===== config.mk =====
export PLATFORM = sky130hd
export DESIGN_NAME = rss_reset_seq
export DESIGN_NICKNAME = d
export VERILOG_FILES = /design/src/rss_pkg.sv /design/src/rss_hold_timer.sv /design/src/rss_reset_seq.sv
export SDC_FILE = /design/constraint.sdc
export NUM_CORES = 1
export LEC_CHECK = 0
export BUFFER_PORTS_ARGS = -buffer_cell sky130_fd_sc_hd__buf_4
export CORE_ASPECT_RATIO = 0.7
export CORE_UTILIZATION = 50
export CTS_CLUSTER_DIAMETER = 80
export DETAILED_ROUTE_END_ITERATION = 10
export PLACE_DENSITY = 0.78
export RECOVER_POWER = 100
export SETUP_SLACK_MARGIN = 0.05
export SLEW_MARGIN = 30
export SYNTH_ARGS = -nofsm -noshare
export SYNTH_HDL_FRONTEND = slang
export SYNTH_SLANG_ARGS = --single-unit

===== constraint.sdc =====
create_clock -name clk_sys -period 2.1 [get_ports clk_sys]
set_clock_uncertainty 0.05 [all_clocks]
set_input_delay 0.63 -clock clk_sys [delete_from_list [all_inputs] [get_ports clk_sys]]
set_output_delay 0.63 -clock clk_sys [all_outputs]
set_load 0.01 [all_outputs]

===== src/rss_pkg.sv =====
package rss_pkg;

    // Clock and delay figures
    localparam int CLK_PERIOD_NS      = 10;
    localparam int BIAS_SETTLE_NS     = 5000;
    localparam int BIAS_SETTLE_CYC    = (BIAS_SETTLE_NS + CLK_PERIOD_NS - 1) / CLK_PERIOD_NS;
    localparam int POWER_UP_DELAY_MS  = 64;
    localparam int POWER_UP_DELAY_CYC = POWER_UP_DELAY_MS * (1000000 / CLK_PERIOD_NS);

    // Register byte addresses on the bus
    localparam logic [3:0] RCR_ADDR  = 4'h0;
    localparam logic [3:0] STAT_ADDR = 4'h4;

    // Reset control register layout and value after power-on
    localparam int RCR_TRAP    = 15;
    localparam int RCR_ILLEGAL = 14;
    localparam int RCR_SOFTWARE_BROWNOUT_ENABLE  = 13;
    localparam int RCR_DPSLP   = 10;
    localparam int RCR_PIN     = 7;
    localparam int RCR_SW      = 6;
    localparam int RCR_WATCHDOG_TIMEOUT_FLAG    = 4;
    localparam int RCR_SLEEP   = 3;
    localparam int RCR_IDLE    = 2;
    localparam int RCR_BOR     = 1;
    localparam int RCR_POR     = 0;
    localparam logic [15:0] RCR_RESET = 16'h0003;
    localparam logic [15:0] RCR_IMPL  = 16'hE4DF;

    // Power configuration word fields
    localparam int CFG_MODE_LO  = 0;
    localparam int CFG_THR_LO   = 5;
    localparam int CFG_POWER_UP_TIMER_EN  = 7;

    // Brown-out modes and special values
    localparam logic [1:0] BOR_OFF    = 2'h0;
    localparam logic [1:0] BOR_SW     = 2'h1;
    localparam logic [1:0] BOR_AWAKE  = 2'h2;
    localparam logic [1:0] BOR_ALWAYS = 2'h3;
    localparam logic [1:0] THR_LOW_POWER = 2'h0;
    localparam logic [7:0] ILLEGAL_OPCODE = 8'h3F;
    localparam logic [3:0] STACK_PTR_IDX  = 4'hF;

    // Start-up sequencer states, Gray coded along the path
    typedef enum logic [1:0] {
        SEQ_BIAS  = 2'b00,
        SEQ_POWER_UP_TIMER  = 2'b01,
        SEQ_RUN   = 2'b11,
        SEQ_BROWN = 2'b10
    } rss_seq_t;

    // Events from the processor core
    typedef struct packed {
        logic        sw_reset;
        logic        hard_trap;
        logic        soft_trap;
        logic        instr_valid;
        logic [23:0] instr_word;
        logic        wreg_wr;
        logic [3:0]  wreg_wr_idx;
        logic        ptr_use;
        logic [3:0]  ptr_use_idx;
    } rss_cpu_evt_t;

endpackage


===== src/rss_hold_timer.sv =====
`timescale 1ns/1ns
`default_nettype none

module rss_hold_timer
    import rss_pkg::*;
#(
    parameter int COUNT = 500,
    parameter int CW    = $clog2(COUNT + 1)
) (
    // Clock and reset
    input  wire logic clk_sys,
    input  wire logic arst_n,
    // Control
    input  wire logic run,
    // Status
    output logic      expired
);

    logic [CW-1:0] cnt;

    // Counts while run is held, restarts whenever run drops
    always_ff @(posedge clk_sys or negedge arst_n) begin
        if (!arst_n) begin
            cnt <= '0;
        end else if (!run) begin
            cnt <= '0;
        end else if (cnt != CW'(COUNT - 1)) begin
            cnt <= cnt + 1'b1;
        end
    end

    // Expired after COUNT consecutive edges with run high
    always_ff @(posedge clk_sys or negedge arst_n) begin
        if (!arst_n) begin
            expired <= 1'b0;
        end else begin
            expired <= run && (cnt == CW'(COUNT - 1));
        end
    end

endmodule

`default_nettype wire


===== src/rss_reset_seq.sv =====
// Functional notes
// - Power-on restarts timers, reloads configured clock
// - Wait bias settle delay after power-on
// - Add power-up delay when timer enabled
// - Power-on sets brown-out and power-on flags
// - Release clock only after all delays
// - Filtered low pin holds master reset
// - Pin reset keeps clock, sets pin flag
// - Reset instruction pulses reset one cycle
// - Watchdog resets; in sleep/idle only wakes
// - Threshold bits 6:5, mode bits 1:0
// - Mode: off, software, awake-only, always
// - Brown-out holds reset until supply recovers
// - Supply drop in power-up delay restarts it
// - Brown-out and power-up timer independent
// - Software enable acts only in mode 01
// - Threshold always from configuration word
// - Brown-out or power-on sets brown-out flag
// - Deep sleep exit sets both power flags
// - Awake-only mode disables brown-out in sleep
// - Threshold 00 selects low-power detector
// - Simultaneous traps reset, set trap flag
// - Illegal opcode resets, sets illegal flag
// - Upper byte 3Fh is illegal opcode
// - Uninitialized working register pointer resets
// - Software flag writes never cause reset
//
// Decided for this implementation: the Wishbone interface to the registers and the register addresses.
`timescale 1ns/1ns
`default_nettype none

module rss_reset_seq
    import rss_pkg::*;
#(
    parameter int POWER_UP_TIMER_CYC     = POWER_UP_DELAY_CYC,
    parameter int PIN_MIN_NS   = 100,
    parameter int PIN_MIN_CYC  = (PIN_MIN_NS + CLK_PERIOD_NS - 1) / CLK_PERIOD_NS
) (
    // Clock and reset
    input  wire logic         clk_sys,
    input  wire logic         arst_n,
    // Pin and supply monitors
    input  wire logic         external_reset_pin_n,
    input  wire logic         por_pulse,
    input  wire logic         supply_below_thresh,
    input  wire logic         lp_supply_below,
    input  wire logic [7:0]   power_config_word,
    // Power modes and watchdog
    input  wire logic         in_sleep,
    input  wire logic         in_idle,
    input  wire logic         deep_sleep_exit,
    input  wire logic         wdt_timeout,
    // Processor events
    input  wire rss_cpu_evt_t cpu_evt,
    // Wishbone slave
    input  wire logic         wb_cyc_i,
    input  wire logic         wb_stb_i,
    input  wire logic         wb_we_i,
    input  wire logic [3:0]   wb_adr_i,
    input  wire logic [3:0]   wb_sel_i,
    input  wire logic [31:0]  wb_dat_i,
    output logic              wb_ack_o,
    output logic [31:0]       wb_dat_o,
    // Reset and clock control
    output logic              master_reset_line,
    output logic              clk_release,
    output logic              osc_reload,
    output logic              cpu_wake,
    // Brown-out detector control
    output logic              bor_detector_enable,
    output logic              lp_detector_select,
    output logic [1:0]        brownout_threshold_select
);

    // Mode decode shared by enable logic and status read
    function automatic logic bor_on(input logic [1:0] mode, input logic sben, input logic sleep);
        case (mode)
            BOR_OFF:    bor_on = 1'b0;
            BOR_SW:     bor_on = sben;
            BOR_AWAKE:  bor_on = !sleep;
            BOR_ALWAYS: bor_on = 1'b1;
            default:    bor_on = 1'b0;
        endcase
    endfunction

    function automatic logic is_illegal(input logic [23:0] word);
        is_illegal = (word[23:16] == ILLEGAL_OPCODE);
    endfunction

    rss_seq_t    seq_state;
    rss_seq_t    next_state;
    logic [15:0] rcr;
    logic [14:0] wreg_init;
    logic        bias_done;
    logic        power_up_timer_done;
    logic        pin_active;
    logic [1:0]  bor_mode;
    logic [1:0]  bor_thr;
    logic        power_up_timer_en;
    logic        bor_en;
    logic        trip;
    logic        por_evt;
    logic        trap_conflict;
    logic        illegal_op;
    logic        uninit_use;
    logic        wdt_reset;
    logic        bus_req;
    logic        rcr_wr;
    logic [15:0] wmask;
    logic [15:0] hw_set;
    logic [15:0] rcr_view;

    // Configuration fields
    assign bor_mode = power_config_word[CFG_MODE_LO +: 2];
    assign bor_thr  = power_config_word[CFG_THR_LO +: 2];
    assign power_up_timer_en  = power_config_word[CFG_POWER_UP_TIMER_EN];

    // Effective brown-out enable and trip source
    assign bor_en  = bor_on(bor_mode, rcr[RCR_SOFTWARE_BROWNOUT_ENABLE], in_sleep);
    assign trip    = bor_en && ((bor_thr == THR_LOW_POWER) ? lp_supply_below : supply_below_thresh);
    assign por_evt = por_pulse || deep_sleep_exit;

    // Core-side reset sources
    assign trap_conflict = cpu_evt.hard_trap && cpu_evt.soft_trap;
    assign illegal_op    = cpu_evt.instr_valid && is_illegal(cpu_evt.instr_word);
    assign uninit_use    = cpu_evt.ptr_use && (cpu_evt.ptr_use_idx != STACK_PTR_IDX)
                           && !wreg_init[cpu_evt.ptr_use_idx[3:0]];
    assign wdt_reset     = wdt_timeout && !in_sleep && !in_idle;

    // Bias settle, power-up and pin filter timers
    rss_hold_timer #(.COUNT(BIAS_SETTLE_CYC)) u_bias (
        .clk_sys (clk_sys),
        .arst_n  (arst_n),
        .run     (seq_state == SEQ_BIAS && !por_evt),
        .expired (bias_done)
    );

    rss_hold_timer #(.COUNT(POWER_UP_TIMER_CYC)) u_power_up_timer (
        .clk_sys (clk_sys),
        .arst_n  (arst_n),
        .run     (seq_state == SEQ_POWER_UP_TIMER),
        .expired (power_up_timer_done)
    );

    rss_hold_timer #(.COUNT(PIN_MIN_CYC)) u_pin (
        .clk_sys (clk_sys),
        .arst_n  (arst_n),
        .run     (!external_reset_pin_n),
        .expired (pin_active)
    );

    // Start-up sequencer next state
    always_comb begin
        next_state = seq_state;
        if (por_evt) begin
            next_state = SEQ_BIAS;
        end else begin
            case (seq_state)
                SEQ_BIAS: begin
                    if (bias_done) begin
                        next_state = power_up_timer_en ? SEQ_POWER_UP_TIMER : SEQ_RUN;
                    end
                end
                SEQ_POWER_UP_TIMER: begin
                    if (trip) begin
                        next_state = SEQ_BROWN;
                    end else if (power_up_timer_done) begin
                        next_state = SEQ_RUN;
                    end
                end
                SEQ_RUN: begin
                    if (trip) begin
                        next_state = SEQ_BROWN;
                    end
                end
                SEQ_BROWN: begin
                    if (!trip) begin
                        next_state = power_up_timer_en ? SEQ_POWER_UP_TIMER : SEQ_RUN;
                    end
                end
                default: next_state = SEQ_BIAS;
            endcase
        end
    end

    // Sequencer state
    always_ff @(posedge clk_sys or negedge arst_n) begin
        if (!arst_n) begin
            seq_state <= SEQ_BIAS;
        end else begin
            seq_state <= next_state;
        end
    end

    // Master reset, clock release and wake outputs
    always_ff @(posedge clk_sys or negedge arst_n) begin
        if (!arst_n) begin
            master_reset_line <= 1'b1;
            clk_release       <= 1'b0;
            osc_reload        <= 1'b1;
            cpu_wake          <= 1'b0;
        end else begin
            master_reset_line <= (next_state != SEQ_RUN) || pin_active || wdt_reset
                                 || cpu_evt.sw_reset || trap_conflict || illegal_op
                                 || uninit_use;
            clk_release       <= (next_state == SEQ_RUN);
            osc_reload        <= por_evt || (next_state == SEQ_BROWN);
            cpu_wake          <= wdt_timeout && (in_sleep || in_idle);
        end
    end

    // Brown-out detector controls
    always_ff @(posedge clk_sys or negedge arst_n) begin
        if (!arst_n) begin
            bor_detector_enable       <= 1'b0;
            lp_detector_select        <= 1'b0;
            brownout_threshold_select <= 2'h0;
        end else begin
            bor_detector_enable       <= bor_en;
            lp_detector_select        <= bor_en && (bor_thr == THR_LOW_POWER);
            brownout_threshold_select <= bor_thr;
        end
    end

    // Working register initialization tracking
    always_ff @(posedge clk_sys or negedge arst_n) begin
        if (!arst_n) begin
            wreg_init <= '0;
        end else if (master_reset_line) begin
            wreg_init <= '0;
        end else if (cpu_evt.wreg_wr && cpu_evt.wreg_wr_idx != STACK_PTR_IDX) begin
            wreg_init[cpu_evt.wreg_wr_idx[3:0]] <= 1'b1;
        end
    end

    // Hardware flag sets
    always_comb begin
        hw_set              = '0;
        hw_set[RCR_TRAP]    = trap_conflict;
        hw_set[RCR_ILLEGAL] = illegal_op || uninit_use;
        hw_set[RCR_DPSLP]   = deep_sleep_exit;
        hw_set[RCR_PIN]     = pin_active;
        hw_set[RCR_SW]      = cpu_evt.sw_reset;
        hw_set[RCR_WATCHDOG_TIMEOUT_FLAG]    = wdt_timeout;
        hw_set[RCR_SLEEP]   = in_sleep;
        hw_set[RCR_IDLE]    = in_idle;
        hw_set[RCR_BOR]     = por_evt || (next_state == SEQ_BROWN && seq_state != SEQ_BROWN);
        hw_set[RCR_POR]     = por_evt;
    end

    // Bus strobes and byte-lane mask for the flag register
    assign bus_req = wb_cyc_i && wb_stb_i;
    assign rcr_wr  = bus_req && wb_we_i && wb_ack_o && (wb_adr_i == RCR_ADDR);
    assign wmask   = {{8{wb_sel_i[1]}}, {8{wb_sel_i[0]}}} & RCR_IMPL;

    // Reset control register: reload RCR_RESET (0003h) on power-on pulse, software write, hardware set wins
    always_ff @(posedge clk_sys or negedge arst_n) begin
        if (!arst_n) begin
            rcr <= RCR_RESET;
        end else if (por_pulse) begin
            rcr <= RCR_RESET;
        end else if (rcr_wr) begin
            rcr <= ((rcr & ~wmask) | (wb_dat_i[15:0] & wmask)) | hw_set;
        end else begin
            rcr <= rcr | hw_set;
        end
    end

    // Software enable reads as zero outside software mode
    always_comb begin
        rcr_view             = rcr;
        rcr_view[RCR_SOFTWARE_BROWNOUT_ENABLE] = rcr[RCR_SOFTWARE_BROWNOUT_ENABLE] && (bor_mode == BOR_SW);
    end

    // Wishbone acknowledge: one wait cycle, dropped the cycle after
    always_ff @(posedge clk_sys or negedge arst_n) begin
        if (!arst_n) begin
            wb_ack_o <= 1'b0;
        end else begin
            wb_ack_o <= bus_req && !wb_ack_o;
        end
    end

    // Read data captured with the acknowledge; unmapped reads return zero
    always_ff @(posedge clk_sys or negedge arst_n) begin
        if (!arst_n) begin
            wb_dat_o <= 32'h0000_0000;
        end else if (bus_req && !wb_ack_o) begin
            case (wb_adr_i)
                RCR_ADDR:  wb_dat_o <= {16'h0000, rcr_view};
                STAT_ADDR: wb_dat_o <= {22'h00_0000, seq_state, bor_en, power_up_timer_en,
                                        bor_thr, bor_mode, trip, pin_active};
                default:   wb_dat_o <= 32'h0000_0000;
            endcase
        end
    end
endmodule

`default_nettype wire


==> metrics, run 1 <==
Max rail drop VDD 0.000443 V; GR Util All Layers 24.3%; crit path DAT roughly 2.2 ns; GPL Wtd Cong just over 0.8; EDFF count, synth 0; Post-CTS Setup Bufs 0; Antenna Diode Count 0; CORE AREA around 0.0085 mm^2; share of flip-flops with an asynchronous set or reset 100%; Iter 0 DRT Violations approximately 330; max-slew violation count 0; dpl hpwl around 7400 um; FF+latch count, synth 91; hold path cells 2; share of layout cells above drive strength 1 approximately 16%; worst r2r path cells 4; Synth warnings 0; Placed Cells 643; first-pass GRT wire length about 17000 um; status finished, final reports clean; worst-path fanout max 5; clock root buffer clkbuf_16; RSZ-0062 raised after global routing true; global route overflow 0; Chip Width 115 um; final std cells w/o fill 659; worst-margin pin slew ~1.3 ns; cells after synthesis around 450; Setup TNS 0 ns; Final Cycle Share approximately 95%; HP Class reg -> reg; leakage ~2.5 nW; Setup crit end kind register; Power per Cell Area slightly below 700 mW/mm^2; Routed WL approximately 10000 um; final-report hold violation count 0; area leader, netlist dfrtp_1; Routed Antenna Nets 0; Starting Density approximately 52%; pin count of the biggest net entering global routing 50; Area contributors post-synth dfrtp_1, mux2i_1, a21oi_1; max frequency 501 MHz; Final min period around 2 ns; P&R area growth vs syn 19.9%; Yosys cell types 53; Post-synth top flop dfrtp_1; CTS tree yes; Residual DRC 0; clk sink count 91; Syn Std Cell Area 0.00444 mm^2; Clock Path Buffers 2; IO Pins between 100 and 150; vias in the first global route ~3600; vias per cell about 5.6; I/O Buffers 81; clock-pin transition on the worst setup and hold timing paths approximately 0.060 ns; initial antenna violation count 0; met3 Resource Use GR between 6 and 7%; final setup fails 0; H-tree levels 3; M2 GR Usage a little over 40%; 1st-pass router iterations 4; wire per inst roughly 16 um; die footprint approximately 0.0093 mm^2; register area share after synthesis between 50% and 60%; DR vias around 3700; grt peak-use layer met2; max-cap viol count 0; Mean Syn Cell Area about 10 um^2; row count 28; Critical Setup Path Class reg -> reg; DIE HEIGHT 80.8 um; Worst Path Required roughly 2.3 ns; post-synth top area share between 40% and 50%; clock buffer count from CTS 9; Final Util around 62%; grt met1 use about a third; Layout Nets between 600 and 700; Startpoint Class register; Rel. slew slack 15.3%; Clock Latency Late Sink 0.35 ns
## layer usage
layer	wire length, um	part of all wire, %
met5	0	0
met4	91	0.87
met3	676	6.5
met2	4950	48
met1	4690	45
## sequential cells by signal (all words and copies together), names as in the netlist, 2 cells and up
| signal | count |
|---|---|
| u_power_up_timer.cnt | 23 |
| wb_dat_o | 15 |
| wreg_init | 15 |
| rcr | 11 |
| u_bias.cnt | 9 |
| u_pin.cnt | 4 |
| brownout_threshold_select | 2 |
| seq_state | 2 |
## placed cells by master, fill, tap and decap left out, types with 6 or more instances in the layout
| cell | synthesis | routed |
|---|---|---|
| or2_2 | 6 | 6 |
| and2_1 | 8 | 7 |
| buf_4 | 17 | 53 |
| and3_1 | 14 | 14 |
| o21ai_0 | 17 | 20 |
| a21oi_1 | 40 | 40 |
| nor3_1 | 8 | 8 |
| nand3_1 | 19 | 19 |
| nand4_1 | 6 | 6 |
| nor2b_1 | 6 | 6 |
| nor2_1 | 35 | 35 |
| mux2i_1 | 25 | 25 |
| clkbuf_1 | 13 | 42 |
| a31oi_1 | 8 | 7 |
| or3_1 | 8 | 8 |
| conb_1 | 1 | 16 |
| dfrtp_1 | 87 | 87 |
| nand2_1 | 32 | 31 |
| clkbuf_16 | 0 | 9 |
| inv_1 | 16 | 16 |
| nand2b_1 | 6 | 6 |
## Yosys cell counts (all sizes together) (3+ instances only)
library cell  number
dfrtp             87
a21oi             40
nor2              35
nand2             33
mux2i             25
o21ai             20
buf               19
nand3             19
inv               16
and3              14
clkbuf            13
nor3               9
a31oi              8
and2               8
or3                8
nand2b             6
nand4              6
nor2b              6
nor4               6
or2                6
and4               5
a221o              4
dfstp              4
ha                 4
o22ai              4
xor2               4
a2111o             3
nand4b             3
o211ai             3
o31ai              3
xnor2              3
## through the flow
stage	area [um^2]	power, mW	setup WS (ns)	hold WS (ns)
floorplan	4500	1.98	0.170	0.284
global placement	5190	2.15	0.0600	0.411
detailed placement	5190	2.16	0.0501	0.412
CTS	5460	3.64	0.0634	0.133
global route	5330	3.73	0.0381	0.441
finish	5330	3.59	0.105	0.423
## final cells by class
| type | instances | area (um^2) |
|---|---|---|
| Clock buffer | 14 | 254 |
| Tap cell | 120 | 150 |
| Timing Repair Buffer | 95 | 578 |
| Multi-Input combinational cell | 321 | 1990 |
| Clock inverter | 2 | 12.5 |
| Sequential cell | 91 | 2280 |
| Fill cell | 759 | 3220 |
| Inverter | 16 | 60.1 |
## critical path: stages (launching register included)
cell     delay, ns
dfrtp_1       0.42
or4b_4        0.57
or4_1         0.58
o21ai_0       0.18
a21oi_1       0.09
## path summary, 6_finish.rpt
| path | slack (ns) | start | end |
|---|---|---|---|
| min | 0.42 | wb_dat_o[10]$_DFFE_PN0P_ | wb_dat_o[10]$_DFFE_PN0P_ |
| max | 0.10 | u_power_up_timer.cnt[11]$_DFFE_PN0N_ | u_power_up_timer.cnt[1]$_DFFE_PN0N_ |
| min reg2reg | 0.42 | wb_dat_o[10]$_DFFE_PN0P_ | wb_dat_o[10]$_DFFE_PN0P_ |
| max reg2reg | 0.10 | u_power_up_timer.cnt[11]$_DFFE_PN0N_ | u_power_up_timer.cnt[1]$_DFFE_PN0N_ |
| min in group asynchronous | 0.49 | arst_n | u_power_up_timer.cnt[14]$_DFFE_PN0N_ |
| max in group asynchronous | 0.34 | arst_n | rcr[1]$_DFF_PN1_ |
## logic make-up after synthesis
group / count (synthesis) / synth area share, %
mux: 26 / 6.14
fa+ha+maj: 4 / 1.13
simple gates: 172 / 21.1
buf+inv: 48 / 5.52
xor+xnor: 7 / 1.38
compound gates: 96 / 13.3
other cells: 1 / 0.0844
flops: 91 / 51.4
## timing repair
action | in CTS | in global routing
resized for setup | 0 | 7
hold buffers | 0 | 0
endpoints found under the setup margin | 0 | 7
hold endpoints to repair | 0 | 0
## report_power, final
group | leakage (nW) | switching, mW | internal, mW
clock | 0.127 | 0.654 | 0.835
combinational | 1.10 | 0.164 | 0.123
sequential | 1.23 | 0.0249 | 1.79
Note: power is estimated with default switching activity, not from simulation.
==> run 2, diff against run 1 <==
--- a/config.mk
+++ b/config.mk
@@ -8,6 +8,7 @@
 export BUFFER_PORTS_ARGS = -buffer_cell sky130_fd_sc_hd__buf_4
 export CORE_ASPECT_RATIO = 0.7
 export CORE_UTILIZATION = 50
+export CTS_BUF_LIST = sky130_fd_sc_hd__clkbuf_4
 export CTS_CLUSTER_DIAMETER = 80
 export DETAILED_ROUTE_END_ITERATION = 10
 export PLACE_DENSITY = 0.78
==> metrics, run 2 (synthesis gave the netlist of run 1 again) <==
status finished, final reports clean; dpl hpwl between 7000 and 8000 um; Layout Nets ~640; Hold WS 0.298 ns; H-tree levels 3; Placed Cells 643; RSZ-0062 raised after global routing false; FF-to-FF Start u_power_up_timer.cnt[11]$_DFFE_PN0N_; row count 28; HP Class in -> reg; Rel. slew slack about 50%; Critical Setup Path Class reg -> reg; critical path startpoint u_power_up_timer.cnt[11]$_DFFE_PN0N_; Hold Path Origin external_reset_pin_n; IO Pins between 100 and 150; most common cell after layout, fill and taps aside dfrtp_1; Startpoint Class register; share of layout cells above drive strength 1 ~18%; CORE AREA about 0.0085 mm^2; Antenna Diode Count 0; final std cells w/o fill 661; Setup TNS 0 ns; DR vias 3648; max frequency 510 MHz; r2r setup slk between 0.1 and 0.15 ns; Max rail drop VDD between 0.0004 and 0.0005 V; Routed Antenna Nets 0; Starting Density about half; crit path DAT between 2 and 2.5 ns; Iter 0 DRT Violations around 300; Residual DRC 0; largest registers u_power_up_timer.cnt x23, wb_dat_o x15, wreg_init x15; DIE HEIGHT around 81 um; 1st-pass router iterations 4; Setup crit end kind register; P&R area growth vs syn 16.9%; wire per inst ~15 um; die footprint slightly above 0.009 mm^2; vias per cell ~5.5; Power per Cell Area around 570 mW/mm^2; Place WS about 0.05 ns; most frequent cells in the layout dfrtp_1, buf_4, a21oi_1; max reg flops 23; final setup fails 0; vias in the first global route ~3600; worst-margin pin slew approximately 0.75 ns; first-pass GRT wire length 17000 um; CTS tree yes; clk sink count 91; initial antenna violation count 0; clock root buffer clkbuf_4; Final min period a little under 2 ns; Routed WL around 10000 um; Worst Path Required roughly 2.4 ns; leakage between 2 and 2.5 nW; Final Cycle Share around 93%; Clock Latency Late Sink 0.47 ns; global route overflow 0; Chip Width between 100 and 150 um; I/O Buffers 81; worst-path fanout max 5; Worst Setup Slack, final approximately 0.14 ns; max-slew violation count 0; most flop-heavy register u_power_up_timer.cnt; clock buffer count from CTS 9; pin count of the biggest net entering global routing 50; Clock Path Buffers 2; final-report hold violation count 0; clock-pin transition on the worst setup and hold timing paths between 0.1 and 0.15 ns; GR Util All Layers roughly a quarter; max-cap viol count 0; GPL Wtd Cong ~0.8
-- run 2: cell types whose count changed in the layout (fill, tap and decap cells not counted), moves of 5 or more --
cell | before | now
clkbuf_1 | 42 | 35
buf_4 | 53 | 58
clkbuf_4 | 1 | 14
clkbuf_16 | 9 | 0
-- run 2: worst max-delay path, stage by stage (launching register included) --
cell and delay, ns:
dfrtp_1 0.44, or4b_4 0.57, or4_4 0.55, o21ai_0 0.17, a21oi_1 0.09
-- run 2: layer usage --
metal  share of wire, %  up-vias  GRT usage [%]
met5                  0        -              0
met4                1.1        0           7.01
met3                5.7       11           6.34
met2                 47      103           39.7
met1                 46     1783           30.9
li1                   -     1751              -
-- run 2: cell type report --
| type | count | area [um^2] |
|---|---|---|
| clock inverter | 3 | 16.3 |
| clock buffer | 13 | 97.6 |
| multi-input combinational | 321 | 1990 |
| inverter | 16 | 60.1 |
| fill | 786 | 3360 |
| tap | 120 | 150 |
| sequential | 91 | 2280 |
| timing repair buffer | 97 | 594 |
-- run 2: worst paths after layout --
kind	cells past startpoint	to
setup / recovery	4	u_power_up_timer.cnt[1]$_DFFE_PN0N_
hold / removal	2	u_pin.cnt[3]$_DFFE_PN0N_
setup reg to reg	4	u_power_up_timer.cnt[1]$_DFFE_PN0N_
hold reg to reg	2	wb_dat_o[10]$_DFFE_PN0P_
max in group asynchronous	3	u_pin.cnt[1]$_DFFE_PN0N_
min in group asynchronous	2	u_power_up_timer.cnt[16]$_DFFE_PN0N_
-- run 2: power breakdown --
group | switching (mW) | leakage (nW) | internal, mW
sequential | 0.0243 | 1.23 | 1.79
clock | 0.570 | 0.0654 | 0.292
combinational | 0.162 | 1.12 | 0.123
-- run 2: stage by stage --
stage               util [%]  power [mW]  area (um^2)
finish                  60.7        2.96         5190
detailed placement      60.8        2.16         5190
global placement        60.8        2.15         5190
floorplan                  -        1.98         4500
CTS                     62.2        3.02         5320
global route            60.7        3.10         5190
-- run 2: timing repair --
action / in CTS / in global routing
gates resized for setup: 0 / 7
hold buffers: 1 / 0
endpoints found under the hold margin: 22 / 0
buffers inserted: 0 / 1
endpoints found under the setup margin: 0 / 8
